`src/inc/wdt_defines.vh`:
```
`ifndef WDT_DEFINES_VH
`define WDT_DEFINES_VH

// register indexes, byte address is four times the index
`define WDT_IDX_CONFIG      16'h0000
`define WDT_IDX_STATUS      16'h0001
`define WDT_IDX_MASK        16'h0002
`define WDT_IDX_COUNT       16'h0003
`define WDT_IDX_SERVICE     16'hffff

// configuration fields
`define WDT_CFG_DISABLE     0
`define WDT_CFG_RATE        1
`define WDT_CFG_PIN_EN      2
`define WDT_CFG_BRK_DIS     3
`define WDT_CFG_WIDTH       4
`define WDT_CFG_RESET       4'h0

// status and mask fields
`define WDT_ST_CAUSE        0
`define WDT_ST_POR_DONE     1
`define WDT_ST_WIDTH        2
`define WDT_ST_RESET        2'h0
`define WDT_MASK_RESET      2'h0

// timing in fourfold oscillator cycles
`define WDT_LONG_CYCLES     18'd262128
`define WDT_SHORT_CYCLES    18'd8176
`define WDT_PIN_CYCLES      6'd32
`define WDT_POR_CYCLES      13'd4096

// counter widths
`define WDT_PRESC_WIDTH     12
`define WDT_CNT_WIDTH       6
`define WDT_PRESC_LOW_KEEP  4

// ahb
`define WDT_HTRANS_NONSEQ   2'h2
`define WDT_HRESP_OKAY      1'b0

`endif

```
`src/verilog/wdt_prescaler.v`:
```
`timescale 1ns/1ns
`include "wdt_defines.vh"

module wdt_prescaler #(
   parameter WIDTH = `WDT_PRESC_WIDTH,
   parameter KEEP  = `WDT_PRESC_LOW_KEEP
) (
   input  wire             clk,
   input  wire             rst_n,
   input  wire             tick,
   input  wire             clr_all,
   input  wire             clr_upper,
   output wire [WIDTH-1:0] value,
   output wire             carry
);

   reg  [WIDTH-1:0] presc_reg;
   reg  [WIDTH-1:0] presc_next;
   wire [KEEP-1:0]  low_inc;

   assign low_inc = presc_reg[KEEP-1:0] + {{(KEEP-1){1'b0}}, tick};

   // carry out of the top stage clocks the watchdog counter
   assign carry = tick & (&presc_reg);
   assign value = presc_reg;

   always @* begin
      presc_next = presc_reg;
      if (clr_all) begin
         presc_next = {WIDTH{1'b0}};
      end else if (clr_upper) begin
         // upper stages cleared, low stages keep running
         presc_next = {{(WIDTH-KEEP){1'b0}}, low_inc};
      end else if (tick) begin
         presc_next = presc_reg + {{(WIDTH-1){1'b0}}, 1'b1};
      end
   end

   always @(posedge clk or negedge rst_n) begin
      if (!rst_n) begin
         presc_reg <= {WIDTH{1'b0}};
      end else begin
         presc_reg <= presc_next;
      end
   end

endmodule

```
`src/verilog/wdt_top.v`:
```
// Our own choice: the AHB-Lite slave port.
`timescale 1ns/1ns
`include "wdt_defines.vh"


module wdt_top #(
   parameter        TICK_DIV     = 1,
   parameter [17:0] LONG_CYCLES  = `WDT_LONG_CYCLES,
   parameter [17:0] SHORT_CYCLES = `WDT_SHORT_CYCLES
) (
   input  wire        hclk,
   input  wire        hresetn,
   input  wire        hsel,
   input  wire [17:0] haddr,
   input  wire [1:0]  htrans,
   input  wire        hwrite,
   input  wire [2:0]  hsize,
   input  wire [31:0] hwdata,
   input  wire        hready,
   output wire        hreadyout,
   output wire        hresp,
   output wire [31:0] hrdata,
   input  wire [7:0]  reset_vector_low,
   input  wire        internal_reset,
   input  wire        stop_enter,
   input  wire        stop_mode,
   input  wire        wait_mode,
   input  wire        high_test_voltage_pin,
   input  wire        break_active,
   output wire        watchdog_reset,
   output wire        rst_pin_o,
   output wire        rst_pin_oe,
   output wire        irq
);

   localparam ST_RUN  = 1'b0;
   localparam ST_HOLD = 1'b1;

   localparam [17:0] LONG_LAST  = LONG_CYCLES - 18'd1;
   localparam [17:0] SHORT_LAST = SHORT_CYCLES - 18'd1;
   localparam [5:0]  PIN_LAST   = `WDT_PIN_CYCLES - 6'd1;
   localparam [12:0] POR_LAST   = `WDT_POR_CYCLES - 13'd1;
   localparam [15:0] DIV_LAST   = TICK_DIV[15:0] - 16'd1;

   function [15:0] wdt_index;
      input [17:0] addr;
      begin
         wdt_index = addr[17:2];
      end
   endfunction

   // ------------------------------------------------------------
   // pin synchroniser
   reg         mon_s1_reg;
   reg         mon_s2_reg;

   always @(posedge hclk or negedge hresetn) begin
      if (!hresetn) begin
         mon_s1_reg <= 1'b0;
         mon_s2_reg <= 1'b0;
      end else begin
         mon_s1_reg <= high_test_voltage_pin;
         mon_s2_reg <= mon_s1_reg;
      end
   end

   // ------------------------------------------------------------
   // fourfold oscillator tick, removed while stopped
   reg  [15:0] div_cnt_reg;
   wire        div_hit;
   wire        tick;

   assign div_hit = (div_cnt_reg == DIV_LAST);
   assign tick    = div_hit & ~stop_mode;

   always @(posedge hclk or negedge hresetn) begin
      if (!hresetn) begin
         div_cnt_reg <= 16'h0000;
      end else if (div_hit) begin
         div_cnt_reg <= 16'h0000;
      end else begin
         div_cnt_reg <= div_cnt_reg + 16'h0001;
      end
   end

   // ------------------------------------------------------------
   // power-on delay
   reg  [12:0] por_cnt_reg;
   reg         por_done_reg;
   wire        por_end;

   assign por_end = ~por_done_reg & tick & (por_cnt_reg == POR_LAST);

   always @(posedge hclk or negedge hresetn) begin
      if (!hresetn) begin
         por_cnt_reg  <= 13'h0000;
         por_done_reg <= 1'b0;
      end else if (por_end) begin
         por_done_reg <= 1'b1;
      end else if (~por_done_reg & tick) begin
         por_cnt_reg <= por_cnt_reg + 13'h0001;
      end
   end

   // ------------------------------------------------------------
   // bus slave
   reg         wr_pend_reg;
   reg  [15:0] wr_idx_reg;
   reg  [31:0] hrdata_reg;
   reg  [31:0] rd_next;
   wire        ap_valid;
   wire [15:0] ap_idx;
   wire        wr_service;
   wire        wr_config;
   wire        wr_status;
   wire        wr_mask;

   assign ap_valid   = hsel & htrans[1] & hready;
   assign ap_idx     = wdt_index(haddr);
   assign hreadyout  = 1'b1;
   assign hresp      = `WDT_HRESP_OKAY;
   assign hrdata     = hrdata_reg;

   // any data value services the watchdog, reads never do
   assign wr_service = wr_pend_reg & (wr_idx_reg == `WDT_IDX_SERVICE);
   assign wr_config  = wr_pend_reg & (wr_idx_reg == `WDT_IDX_CONFIG);
   assign wr_status  = wr_pend_reg & (wr_idx_reg == `WDT_IDX_STATUS);
   assign wr_mask    = wr_pend_reg & (wr_idx_reg == `WDT_IDX_MASK);

   always @(posedge hclk or negedge hresetn) begin
      if (!hresetn) begin
         wr_pend_reg <= 1'b0;
         wr_idx_reg  <= 16'h0000;
      end else begin
         wr_pend_reg <= ap_valid & hwrite;
         if (ap_valid) begin
            wr_idx_reg <= ap_idx;
         end
      end
   end

   // ------------------------------------------------------------
   // configuration, writable once after each reset
   reg  [3:0]  cfg_reg;
   reg         cfg_locked_reg;
   reg  [1:0]  status_reg;
   reg  [1:0]  mask_reg;
   reg         state_reg;
   reg  [5:0]  hold_cnt_reg;
   wire        sys_reset;
   wire        cfg_disable;
   wire        cfg_rate;
   wire        cfg_pin_en;
   wire        cfg_brk_dis;

   assign sys_reset   = internal_reset | (state_reg == ST_HOLD);
   assign cfg_disable = cfg_reg[`WDT_CFG_DISABLE];
   assign cfg_rate    = cfg_reg[`WDT_CFG_RATE];
   assign cfg_pin_en  = cfg_reg[`WDT_CFG_PIN_EN];
   assign cfg_brk_dis = cfg_reg[`WDT_CFG_BRK_DIS];

   always @(posedge hclk or negedge hresetn) begin
      if (!hresetn) begin
         cfg_reg        <= `WDT_CFG_RESET;
         cfg_locked_reg <= 1'b0;
      end else if (sys_reset) begin
         // pin function survives all but power-on reset
         cfg_reg        <= `WDT_CFG_RESET | (cfg_reg & 4'h4);
         cfg_locked_reg <= 1'b0;
      end else if (wr_config & ~cfg_locked_reg) begin
         cfg_reg        <= hwdata[3:0];
         cfg_locked_reg <= 1'b1;
      end
   end

   // ------------------------------------------------------------
   // prescaler and watchdog counter
   reg  [5:0]  cnt_reg;
   reg  [5:0]  cnt_next;
   wire [11:0] presc_value;
   wire        presc_carry;
   wire        inhibit;
   wire        count_en;
   wire        presc_clr;
   wire        cnt_clr;
   wire [17:0] combined;
   wire [17:0] last_value;
   wire        timeout;

   // disable bit 1 disables, monitor mode and break suspend as well
   assign inhibit = cfg_disable
                  | mon_s2_reg
                  | (break_active & cfg_brk_dis);

   // wait mode is deliberately not a term here
   assign count_en  = tick & por_done_reg & ~inhibit & (state_reg == ST_RUN);
   assign presc_clr = sys_reset
                    | stop_enter
                    | por_end;
   assign cnt_clr   = sys_reset | wr_service;

   wdt_prescaler #(
      .WIDTH (`WDT_PRESC_WIDTH),
      .KEEP  (`WDT_PRESC_LOW_KEEP)
   ) u_presc (
      .clk       (hclk),
      .rst_n     (hresetn),
      .tick      (count_en),
      .clr_all   (presc_clr),
      .clr_upper (wr_service),
      .value     (presc_value),
      .carry     (presc_carry)
   );

   always @* begin
      cnt_next = cnt_reg;
      if (cnt_clr) begin
         cnt_next = 6'h00;
      end else if (presc_carry) begin
         cnt_next = cnt_reg + 6'h01;
      end
   end

   always @(posedge hclk or negedge hresetn) begin
      if (!hresetn) begin
         cnt_reg <= 6'h00;
      end else begin
         cnt_reg <= cnt_next;
      end
   end

   assign combined   = {cnt_reg, presc_value};
   assign last_value = cfg_rate ? SHORT_LAST : LONG_LAST;
   assign timeout    = count_en & ~cnt_clr & ~presc_clr & (combined == last_value);

   // ------------------------------------------------------------
   // reset hold sequence
   always @(posedge hclk or negedge hresetn) begin
      if (!hresetn) begin
         state_reg    <= ST_RUN;
         hold_cnt_reg <= 6'h00;
      end else begin
         case (state_reg)
            ST_RUN: begin
               hold_cnt_reg <= 6'h00;
               if (timeout) begin
                  state_reg <= ST_HOLD;
               end
            end
            ST_HOLD: begin
               if (tick) begin
                  if (hold_cnt_reg == PIN_LAST) begin
                     state_reg    <= ST_RUN;
                     hold_cnt_reg <= 6'h00;
                  end else begin
                     hold_cnt_reg <= hold_cnt_reg + 6'h01;
                  end
               end
            end
            default: begin
               state_reg    <= ST_RUN;
               hold_cnt_reg <= 6'h00;
            end
         endcase
      end
   end

   // reset is the only action toward the processor
   assign watchdog_reset = (state_reg == ST_HOLD);
   assign rst_pin_o      = 1'b0;
   assign rst_pin_oe     = (state_reg == ST_HOLD) & cfg_pin_en;

   // ------------------------------------------------------------
   // reset cause and system status
   reg  [1:0]  status_set;

   always @* begin
      status_set = 2'b00;
      status_set[`WDT_ST_CAUSE]    = timeout;
      status_set[`WDT_ST_POR_DONE] = por_end;
   end

   always @(posedge hclk or negedge hresetn) begin
      if (!hresetn) begin
         status_reg <= `WDT_ST_RESET;
         mask_reg   <= `WDT_MASK_RESET;
      end else begin
         // set wins over a simultaneous clear
         if (wr_status) begin
            status_reg <= (status_reg & ~hwdata[1:0]) | status_set;
         end else begin
            status_reg <= status_reg | status_set;
         end
         if (wr_mask) begin
            mask_reg <= hwdata[1:0];
         end
      end
   end

   // system status line, not a processor interrupt request
   assign irq = |(status_reg & mask_reg);

   // ------------------------------------------------------------
   // read data
   always @* begin
      rd_next = 32'h0000_0000;
      case (ap_idx)
         `WDT_IDX_CONFIG:  rd_next = {27'h0, cfg_locked_reg, cfg_reg};
         `WDT_IDX_STATUS:  rd_next = {30'h0, status_reg};
         `WDT_IDX_MASK:    rd_next = {30'h0, mask_reg};
         `WDT_IDX_COUNT:   rd_next = {14'h0, combined};
         `WDT_IDX_SERVICE: rd_next = {24'h0, reset_vector_low};
         default:          rd_next = 32'h0000_0000;
      endcase
   end

   always @(posedge hclk or negedge hresetn) begin
      if (!hresetn) begin
         hrdata_reg <= 32'h0000_0000;
      end else if (ap_valid & ~hwrite) begin
         hrdata_reg <= rd_next;
      end
   end

endmodule

```
`config.mk`:
```
export PLATFORM = sky130hd
export DESIGN_NAME = wdt_top
export DESIGN_NICKNAME = d
export VERILOG_FILES = /design/src/verilog/wdt_prescaler.v /design/src/verilog/wdt_top.v
export VERILOG_INCLUDE_DIRS = /design/src /design/src/inc
export SDC_FILE = /design/constraint.sdc
export NUM_CORES = 1
export LEC_CHECK = 0
export BUFFER_PORTS_ARGS = -buffer_cell sky130_fd_sc_hd__clkbuf_2
export CAP_MARGIN = 20
export CORE_AREA = 2 2 88 153
export DETAILED_ROUTE_END_ITERATION = 7
export DIE_AREA = 0 0 90 155
export GPL_TIMING_DRIVEN = 0
export PLACE_DENSITY = 0.71
export SLEW_MARGIN = 15
export SYNTH_ARGS = -nofsm -noshare
export SYNTH_HDL_FRONTEND = slang
export SYNTH_HIERARCHICAL = 1
export SYNTH_SLANG_ARGS = --single-unit
export TNS_END_PERCENT = 10
```
`constraint.sdc`:
```
create_clock -name hclk -period 8.7 [get_ports hclk]
set_input_delay 1.305 -clock hclk [delete_from_list [all_inputs] [get_ports hclk]]
set_output_delay 1.305 -clock hclk [all_outputs]
set_load 0.03 [all_outputs]
```
---- Yosys cells after proc, flatten, opt, wreduce, memory -nomap -nowiden ----
Index checks and enable logic that the tools add are counted.
word-level totals
  input bits .............................. 74
  output and inout bits ................... 38
  flip-flop bits (word level) ............. 115
  word-level logic and storage cells ...... 106
cells by class
  reductions and logical operators ........ 10
  $add $sub $neg .......................... 6
  bitwise gates (word level) .............. 42
  multiplexer cells ....................... 20
  equal/unequal tests ..................... 11
operators by type and width
  kind                                                                count
  18-bit case mux with 5 select lines                                 1
  16-bit by 2-bit == test with 1-bit output (second input constant)   3
  16-bit zero test                                                    3
  12-bit 2-to-1 mux                                                   3
  16-bit by 1-bit == test with 1-bit output (second input constant)   2
  16-bit == test (second input constant)                              2
  6-bit 2-to-1 mux                                                    4
  1-bit bitwise AND                                                   21
  18-bit == test                                                      1
  18-bit 2-to-1 mux                                                   1
  16-bit by 1-bit adder with 16-bit output (second input constant)    1
  16-bit 2-to-1 mux                                                   1
  13-bit by 1-bit adder with 13-bit output (second input constant)    1
  13-bit by 12-bit == test with 1-bit output (second input constant)  1
  12-bit by 1-bit adder with 12-bit output (second input constant)    1
  6-bit by 1-bit adder with 6-bit output (second input constant)      2
  6-bit case mux with 2 select lines                                  1
  12-bit AND reduction                                                1
  1-bit NOT                                                           10
  4-bit 2-to-1 mux                                                    2
  6-bit by 5-bit == test with 1-bit output (second input constant)    1
  1-bit OR                                                            6
  1-bit 2-to-1 mux                                                    5
  4-bit by 1-bit adder with 4-bit output                              1
  other kinds (10)                                                    14

---- Logic depth before layout (Yosys ltp) ----
Gate-level depths: netlist of the first run.
  depth in word-level cells ............... 10
  mapped depth ............................ 15
  mapped depth without buffers ............ 13

---- Modules after synthesis ----
Netlist of the first run, hierarchy kept.
modules (own cells, without submodules)
  module         times used  seq. area each (sq um)  area an instance (sq um)  cells an instance
  wdt_top        1           2227.1                  4290.4                    397
  wdt_prescaler  1           300.3                   676.9                     72

---- Worst setup path before layout of the first run ----
No wires, ideal clock.
  path kind ............................... input-to-reg
  from .................................... input stop_mode
  to ...................................... register cnt_reg[5]
  setup slack ............................. 5.259 ns
  stages on the path ...................... 13
  data arrival time ....................... 3.307 ns
  setup time .............................. 0.134 ns
  buffers on the path ..................... 2
  required time ........................... 8.566 ns
  cells stage by stage .................... nor4_1 -> and4_1 -> buf_6 -> nand3_1 -> inv_1 -> clkbuf_8 -> nand4_1 -> nor3_1 -> and3_1 -> nand4_1 -> nor2_1 -> xnor2_1 -> nor2_1
between the ends
  word-level cells in the longest chain between the ends .. 7
ends and longest elaborated chain
  what                             line                RTL
  start: declaration               wdt_top.v:26        input wire stop_mode,
  1-bit NOT                        wdt_top.v:74        assign tick = div_hit & ~stop_mode;
  1-bit bitwise AND                wdt_top.v:74
  1-bit bitwise AND (3 in series)  wdt_top.v:196       assign count_en = tick & por_done_reg & ~inhibit & (state_reg == ST_RUN);
  net count_en                     wdt_top.v:183       wire count_en;
  1-bit bitwise AND                wdt_prescaler.v:24  assign carry = tick & (&presc_reg);
  net presc_carry                  wdt_top.v:181       wire presc_carry;
  2-bit nonzero test (no line)     --
  end signal: assignment           wdt_top.v:228       cnt_reg <= cnt_next;
  end: declaration                 wdt_top.v:178       reg [5:0] cnt_reg;
The timed path passes the listed nets, and every way through them passes these cells.
A chain may end at the register's enable or synchronous reset.

---- Worst setup path in the final report of the first run ----
Ends and elaborated chain as after synthesis.

==> results of run 1 <==
==> power groups by stage <==
stage               combinational, mW  clock (mW)  sequential, mW
CTS                             0.107       0.434           0.533
global placement                0.101           0           0.538
finish                          0.106       0.424           0.533
floorplan                      0.0674           0           0.537
detailed placement              0.107           0           0.541
global route                    0.117       0.450           0.537
==> placed cells by master, fill, tap and decap left out, types with 7 or more instances in the layout <==
cell	Yosys	routed
nand2_1	56	56
nor4_1	10	10
xnor2_1	25	25
clkbuf_2	0	57
buf_4	17	17
conb_1	2	17
clkbuf_16	0	9
nor2_1	36	36
ha_1	8	8
inv_1	8	8
o21ai_0	26	26
dfrtp_1	101	101
mux2_2	20	20
nand3_1	16	16
xor2_1	15	15
nand4_1	20	20
nor3_1	10	10
clkbuf_1	7	7
and3_1	7	7
==> stage by stage <==
stage                     setup WS [ns]  instances  power, mW  util [%]
after global routing               4.70        729       1.10      45.9
after CTS                          5.00        729       1.07      45.9
final                              5.01        729       1.06      45.9
after detailed placement           4.64        714      0.648      43.5
after floorplan                    5.26        484      0.604         -
after global placement             4.80        713      0.639      43.2
==> path summary, 6_finish.rpt <==
path,slack [ns],endpoint,startpoint,cells after the start
setup / recovery,5.01,cnt_reg[5],stop_mode,14
hold / removal,0.37,mon_s2_reg,mon_s1_reg,0
setup reg to reg,5.41,cnt_reg[5],div_cnt_reg[0],15
hold reg to reg,0.37,mon_s2_reg,mon_s1_reg,0
max in group asynchronous,7.29,cnt_reg[3],hresetn,2
min in group asynchronous,0.99,wr_idx_reg[9],hresetn,2
==> worst max-delay path: cells and delay by family <==
| family | cells | cell delay, ns |
|---|---|---|
| xor gates and xnor gates | 1 | 0.13 |
| buffers and inverters | 4 | 0.54 |
| and+or+nand+nor | 9 | 1.91 |
==> metal layers <==
metal	up-vias	routed length (um)	track usage (%)	share of wire, %
met3	14	553	4.02	5.0
met5	-	0	0	0
met4	0	193	5.35	1.8
met2	89	5820	29.5	53
li1	1803	-	-	-
met1	1834	4400	18.2	40
==> cell families after synthesis <==
group	share of synthesized area (%)
muxes	6.65
xor gates and xnor gates	7.05
adders and majority gates	2.02
AOI/OAI and AO/OA	6.12
and+or+nand+nor	22.6
other	0.151
DFF	50.9
buffers and inverters	4.48
==> cell type report <==
type,count,area (um^2)
tap,171,214
timing repair buffer,59,327
inverter,8,30.0
sequential,101,2530
fill,1207,6920
buffer,29,193
clock buffer,10,239
multi-input combinational,346,2270
clock inverter,5,75.1
==> metrics.cfg, run 1 <==
[power_and_ir_drop]
swShare_pct=24.0
internal-power_mw=0.807
switchingPower_mw=0.255
vdd.ir_drop.worst_uv=129
p_per_area_nw_per_um2=181
power_frac_seq_pct=50.2
comb_power_share_pct=9.9
p_leak_nw=2.66
p_clk_share_pct=39.9

[synth]
synthFlopType=dfrtp_1
yosys_warnings=6
avgSynthCellArea_um2=10.6
synth.largest_area_cell=dfrtp_1
synth_area_um2=4970
synth_cell_types=58
syn_inst=469
synth_edf_count=0
synthArstFlopShare_pct=100
synth_most_common_cell=dfrtp_1
synth_top_area_share_pct=50.9
ys_top_cells_by_count=dfrtp_1, nand2_1, nor2_1, o21ai_0, xnor2_1
ys_seq_area_share_pct=50.9
synth-seq-cells=101
yosys-top-cells-area=dfrtp_1, mux2_2, xnor2_1, nand2_1, nor2_1

[setup_path]
max_stage_delay_ns=0.38
arrival_ns=3.90
crit_type=primary input to flop
cp_slowest_cell=nor3_1
cp_max_fo=10
crit_path_end_kind=flop
required_ns=8.91
path_cells=clkbuf_2 -> nor4_1 -> and4_1 -> buf_6 -> nand3_1 -> inv_1 -> clkbuf_8 -> nand4_1 -> nor3_1 -> and3_1 -> nand4_1 -> nor2_1 -> xnor2_1 -> nor2_1
critPathLaunchType=primary input

[clock_network]
cts-htree-levels=3
clkSinkCount=101
tritoncts=built
cts_resized=0
clk_latency_ns=0.34
cts-root-buf=clkbuf_16
clockBufferDepth=2
path_clk_slew_ns=0.06
cts_post_setup_buffers_inserted=0
cts_hold_buf=0
cts_buffers=9

[floorplan]
ioPinCount=112
core_um2=12800
die_h_um=155
fp-row-count=55
die_x_um=90
die-area_um2=14000
start_util_pct=38.8

[final_layout]
largest_register_ffs=18
fin_area_um2=5880
fin_nets=636
syn2layout_area_growth_pct=18.3
antenna_cells=0
drive_gt1_share_pct=23.8

[sta]
worstMarginPinSlew_ns=0.955
whs_ns=0.372
relSlewSlack_pct=35.8
rsz0062_at_grt=false
tns_ns=0
period_minus_slack_ns=3.69
final-hold-violation-count=0
slew_viol_final=0
timing.final.crit_share_pct=42.5
skew_ns=0.00415
fmax_mhz=271
setup_viol=0

[global_route]
first_global_vias=3831
grt_max_degree=102
grt_overflow_total=0
antenna_found_initial=0
grt_usage_pct=16.1
grt_pass1_wl_um=18400

[drt]
via_count=3740
wl_per_cell_um=15.0
first_pass_iters=5
routed_via_density=5.13
drt_iter0_drc=141
ant_nets=0
drt_drc_violations_left=0
routed_wl_um=11000

[flow_run]
maxCapViolations=0

[placed_design]
gp_congestion=0.834
port_buffers=58
place_hpwl_um=8320
place_area_um2=5560

[worst_hold_path]
min_path_type=flop to flop

[status]
outcome=finished, final reports clean

No activity file was read; power rests on OpenSTA's default activity.
==> inputs of run 2 (changes only) <==
- clock period: 8.7 -> 3.4 ns (I/O delays scaled with it)
==> run 2 against run 1 <==
Compared with the run above:
- sequential cell count did not move
- clock skew barely moved
- highest routed layer unchanged
- routed wire length fell by 0.22%
- combinational power rose to 2.6 times the previous value
- sequential power rose to 2.6 times the previous value
- via count rose by 0.72%
- clock power rose to 2.5 times the previous value
- critical endpoint unchanged
- count of clock-buffer cells in the layout did not move
- worst hold slack got worse by 0.15 ns
- sequential share of layout area fell by 0.16 points
==> metrics.cfg, run 2 (synthesized netlist as in run 1, its figures left out) <==
[status]
outcome=finished, final reports clean

[global_route]
grt_max_degree=102  ; unchanged
antenna_found_initial=0  ; unchanged
grt_usage_pct=16.1  ; unchanged
first_global_vias=3831  ; unchanged
grt_pass1_wl_um=18400  ; unchanged
grt_overflow_total=0  ; unchanged

[power_and_ir_drop]
switchingPower_mw=0.650  ; +150%
p_leak_nw=2.67  ; +0.29%
vdd.ir_drop.worst_uv=331  ; +160%
power_frac_seq_pct=50.2  ; about the same
swShare_pct=23.9  ; -0.074 points
comb_power_share_pct=10.0  ; about the same
p_clk_share_pct=39.8  ; about the same
internal-power_mw=2.07  ; +160%
p_per_area_nw_per_um2=460  ; +150%
finalPower_mw=2.71  ; +160%

[floorplan]
fp-row-count=55  ; unchanged
die-area_um2=14000  ; unchanged
start_util_pct=38.8  ; unchanged
core_um2=12800  ; unchanged
ioPinCount=112  ; unchanged
die_h_um=155  ; unchanged
die_x_um=90  ; unchanged

[final_layout]
syn2layout_area_growth_pct=18.8
fin_nets=638  ; +0.31%
largest_register_ffs=18  ; unchanged
stdcell_count=731  ; +0.27%
mostFrequentLayoutCell=dfrtp_1
drive_gt1_share_pct=24.5  ; +0.63 points
fin_area_um2=5900  ; +0.36%
antenna_cells=0  ; unchanged
final_cell_mix=dfrtp_1, clkbuf_2, nand2_1
fill_cells=1203  ; -0.33%

[clock_network]
path_clk_slew_ns=0.06  ; about the same
cts-htree-levels=3  ; unchanged
cts_buffers=9  ; unchanged
tritoncts=built
cts-root-buf=clkbuf_16
clk_latency_ns=0.34  ; about the same
clkSinkCount=101  ; unchanged
cts_hold_buf=0  ; unchanged
clockBufferDepth=2  ; unchanged

[drt]
drt_drc_violations_left=0  ; unchanged
wl_met2_um=5840  ; +0.40%
top_layer=met4
routed_wl_um=10900  ; -0.22%
drt_iter0_drc=161  ; +14%
ant_nets=0  ; unchanged
m1WireLength_um=4280  ; -2.8%
wl_per_cell_um=15.0  ; -0.49%
via_count=3767  ; +0.72%
routed_via_density=5.15  ; +0.45%
first_pass_iters=5  ; unchanged
routed-wl-met3_um=628  ; +14%

[sta]
tns_ns=0  ; unchanged
timing.final.crit_share_pct=89.9
setup_viol=0  ; unchanged
worst_slack_ns=0.342  ; -4.66 ns
skew_ns=0.00422  ; +0.0000736 ns
worstMarginPinSlew_ns=0.958  ; +0.00339 ns
final-hold-violation-count=0  ; unchanged
rsz0062_at_grt=false
relSlewSlack_pct=35.6  ; -0.23 points
fmax_mhz=327
slew_viol_final=0  ; unchanged
period_minus_slack_ns=3.06

[worst_hold_path]
min_path_type=primary input to asynchronous set/reset pin

[setup_path]
cp_max_fo=10  ; unchanged
startpoint=div_cnt_reg[0]
r2r-start=div_cnt_reg[0]
critPathLaunchType=flop
crit_path_end=cnt_reg[5]
crit_path_end_kind=flop
rr_endpoint=cnt_reg[5]
crit_type=flop to flop
required_ns=3.61  ; -5.30 ns
arrival_ns=3.26  ; -0.64 ns
worst-r2r-cell-count=15  ; unchanged
ff2ff_setup_slack_ns=0.34  ; -5.07 ns

[placed_design]
port_buffers=58  ; unchanged
place_ws_ns=0.121  ; -4.52 ns
gp_congestion=0.834  ; unchanged
placedCellCount=714  ; unchanged
place_hpwl_um=8320  ; unchanged
place_area_um2=5560  ; unchanged

[flow_run]
maxCapViolations=0  ; unchanged

[run 2: metal layers]
metal  up-vias  global-route usage (%)
met5         -                       0
met4         0                    5.35
met3        15                    4.02
met2       104                    29.5
met1      1841                    18.2
li1       1807                       -
[run 2: worst min path at each step]
stage	depth (start not counted)	slack [ns]	start	endpoint
finish	2	0.22	hresetn	wr_idx_reg[9]
global placement	0	0.36	mon_s1_reg	mon_s2_reg
detailed placement	0	0.36	mon_s1_reg	mon_s2_reg
floorplan	0	0.21	hresetn	cfg_locked_reg
global route	2	0.27	hresetn	div_cnt_reg[1]
CTS	2	0.25	hresetn	wr_idx_reg[4]
[run 2: what timing repair did]
item                       4_1_cts  5_1_grt
gates resized for setup          0        2
setup buffers                    0        2
setup endpoints to repair        0        3
[run 2: power groups by stage]
| stage | sequential [mW] | combinational [mW] | clock (mW) |
|---|---|---|---|
| after CTS | 1.36 | 0.274 | 1.11 |
| after global routing | 1.37 | 0.298 | 1.15 |
| after global placement | 1.38 | 0.258 | 0 |
| after detailed placement | 1.38 | 0.273 | 0 |
| final | 1.36 | 0.271 | 1.08 |
| after floorplan | 1.37 | 0.172 | 0 |
[run 2: through the flow]
stage               hold slack [ns]  utilization [%]
finish                        0.221             46.1
global route                  0.269             46.1
CTS                           0.246             45.9
detailed placement            0.356             43.5
global placement              0.358             43.2
floorplan                     0.214                -
[run 2: area by class of cell]
cell class / instances / area, um^2 / share of cell area [%]
flip-flops and latches: 101 / 2530 / 42.8
repair buffers: 61 / 342 / 5.79
clock buffers: 10 / 239 / 4.05
plain buffers: 29 / 193 / 3.27
well taps: 171 / 214 / 3.63
clock inverters: 5 / 75.1 / 1.27
inverters: 8 / 30.0 / 0.509
multi-input cells: 346 / 2280 / 38.6
[run 2: critical path, cell delays in order (launching register included)]
cell and delay (ns):
dfrtp_1 0.42, inv_1 0.07, ha_1 0.15, nor4b_2 0.20, and4_1 0.25, buf_6 0.16
nand3_1 0.11, inv_1 0.11, clkbuf_8 0.17, nand4_1 0.21, nor3_2 0.29, and3_2 0.28
nand4_1 0.16, nor2_1 0.16, xnor2_1 0.14, nor2_1 0.05
==> inputs of run 3 (changes only) <==
- CORE_AREA: 2 2 88 153 -> 5 5 91 156
- DIE_AREA: 0 0 90 155 -> 0 0 96 161
- REMOVE_ABC_BUFFERS: not set -> 1
==> run 3 against run 2 <==
Compared with the run above:
- utilization is 1.8 points lower
- clock power barely moved
- sequential cell count unchanged
- sequential power about the same
- cell area is 4.0% lower
==> metrics.cfg, run 3 (synthesized netlist as in run 1, its figures left out) <==
[status]
outcome=finished, final reports clean

[drt]
first_pass_iters=4  ; -1
ant_nets=0  ; unchanged
drt_iter0_drc=166  ; +3.1%
wl_per_cell_um=16.1  ; +7.9%
drt_drc_violations_left=0  ; unchanged
via_count=3680  ; -2.3%
routed_wl_um=11300  ; +3.4%
routed_via_density=5.25  ; +1.9%

[placed_design]
gp_congestion=0.830  ; -0.43%
port_buffers=59  ; +1.7%
place_ws_ns=-0.124  ; -0.245 ns
place_hpwl_um=8420  ; +1.2%

[clock_network]
cts_post_setup_buffers_inserted=0  ; unchanged
path_clk_slew_ns=0.07  ; about the same
clkSinkCount=101  ; unchanged
cts_buffers=9  ; unchanged
cts-htree-levels=3  ; unchanged
cts_resized=1  ; +1
clockBufferDepth=2  ; unchanged
clk_latency_ns=0.35  ; about the same
tritoncts=built
cts_hold_buf=0  ; unchanged
cts-root-buf=clkbuf_16

[floorplan]
ioPinCount=112  ; unchanged
die-area_um2=15500  ; +11%
fp-row-count=55  ; unchanged
die_x_um=96  ; +6.7%
die_h_um=161  ; +3.9%
core_um2=12800  ; unchanged
start_util_pct=38.8  ; unchanged

[setup_path]
arrival_ns=3.36  ; +0.10 ns
crit_type=flop to flop
crit_path_end_kind=flop
required_ns=3.61  ; about the same
cp_max_fo=10  ; unchanged
critPathLaunchType=flop

[global_route]
first_global_vias=3923  ; +2.4%
busiest_layer=met2
grt_pass1_wl_um=18700  ; +1.5%
use_met2_pct=27.7  ; -1.8 points
grt_max_degree=102  ; unchanged
met1_usage_pct=17.3  ; -0.86 points
grt_overflow_total=0  ; unchanged
antenna_found_initial=0  ; unchanged
grt_usage_pct=15.5  ; -0.61 points
use_met3_pct=2.56  ; -1.5 points

[sta]
skew_ns=0.00503  ; +0.000810 ns
whs_ns=0.229  ; +0.00877 ns
period_minus_slack_ns=3.15  ; +0.0928 ns
setup_viol=0  ; unchanged
rsz0062_at_grt=false
worstMarginPinSlew_ns=1.06  ; +0.104 ns
worst_slack_ns=0.249  ; -0.0928 ns
relSlewSlack_pct=28.9  ; -6.6 points
slew_viol_final=0  ; unchanged
tns_ns=0  ; unchanged
fmax_mhz=317  ; -2.9%
final-hold-violation-count=0  ; unchanged
timing.final.crit_share_pct=92.7  ; +2.7 points

[worst_hold_path]
min_path_type=primary input to asynchronous set/reset pin

[final_layout]
fin_nets=607  ; -4.9%
final_cell_mix=dfrtp_1, clkbuf_2, nand2_1
seq_area_um2=2530  ; unchanged
largest_register_ffs=18  ; unchanged
multiInputGateArea_um2=2280  ; about the same
drive_gt1_share_pct=21.9  ; -2.6 points
utilization_pct=44.3  ; -1.8 points
antenna_cells=0  ; unchanged
syn2layout_area_growth_pct=14.0
mostFrequentLayoutCell=dfrtp_1
fill_cells=1247  ; +3.7%

[power_and_ir_drop]
p_per_area_nw_per_um2=471  ; +2.4%
finalPower_mw=2.67  ; -1.7%
vdd.ir_drop.worst_uv=289  ; -13%
p_leak_nw=2.52  ; -5.7%

[flow_run]
maxCapViolations=0  ; unchanged

run 3: cell count changes in the layout (fill, tap and decap cells not counted), sizes merged:
cell,delta
clkinvlp,+2
buf,-24
clkinv,-1
inv,+2
clkbuf,-8
bufinv,-1
run 3: layout make-up:
class / count / area share, %
timing repair buffer: 59 / 5.37
clock buffer: 9 / 3.98
sequential: 101 / 44.6
tap: 171 / 3.78
inverter: 8 / 0.530
clock inverter: 7 / 1.46
multi-input combinational: 346 / 40.3
run 3: per-layer routing:
layer	routed length [um]	part of all wire, %
met5	0	0
met4	350	3.1
met2	6200	55
met1	4370	39
met3	403	3.6
run 3: worst paths after layout:
kind,start,endpoint,slack [ns],cells after the start
worst max-delay path,div_cnt_reg[0],cnt_reg[5],0.25,13
worst min-delay path,hresetn,mon_s1_reg,0.23,1
worst max register to register,div_cnt_reg[0],cnt_reg[5],0.25,13
worst min register to register,mon_s1_reg,mon_s2_reg,0.40,0
max in group asynchronous,hresetn,hrdata[14],2.60,1
min in group hclk,high_test_voltage_pin,mon_s1_reg,0.27,1
run 3: critical path: stages, from the launching register on:
cell and delay (ns):
dfrtp_1 0.42, inv_1 0.08, ha_1 0.14, nor4b_2 0.22, and4_4 0.37, nand3_1 0.14, inv_2 0.20, nand4_1 0.30
nor3_2 0.32, and3_1 0.32, nand4_1 0.17, nor2_1 0.15, xnor2_1 0.14, nor2_1 0.05
run 3: metrics by stage:
step	instances	cell area (um^2)
after floorplan	455	4830
after global placement	685	5340
final	701	5660
after CTS	701	5660
after global routing	701	5660
after detailed placement	685	5350
run 3: report_power, final:
group          internal [mW]  switching [mW]
sequential              1.28          0.0812
clock                  0.581           0.473
combinational          0.106           0.144
total                   1.97           0.698
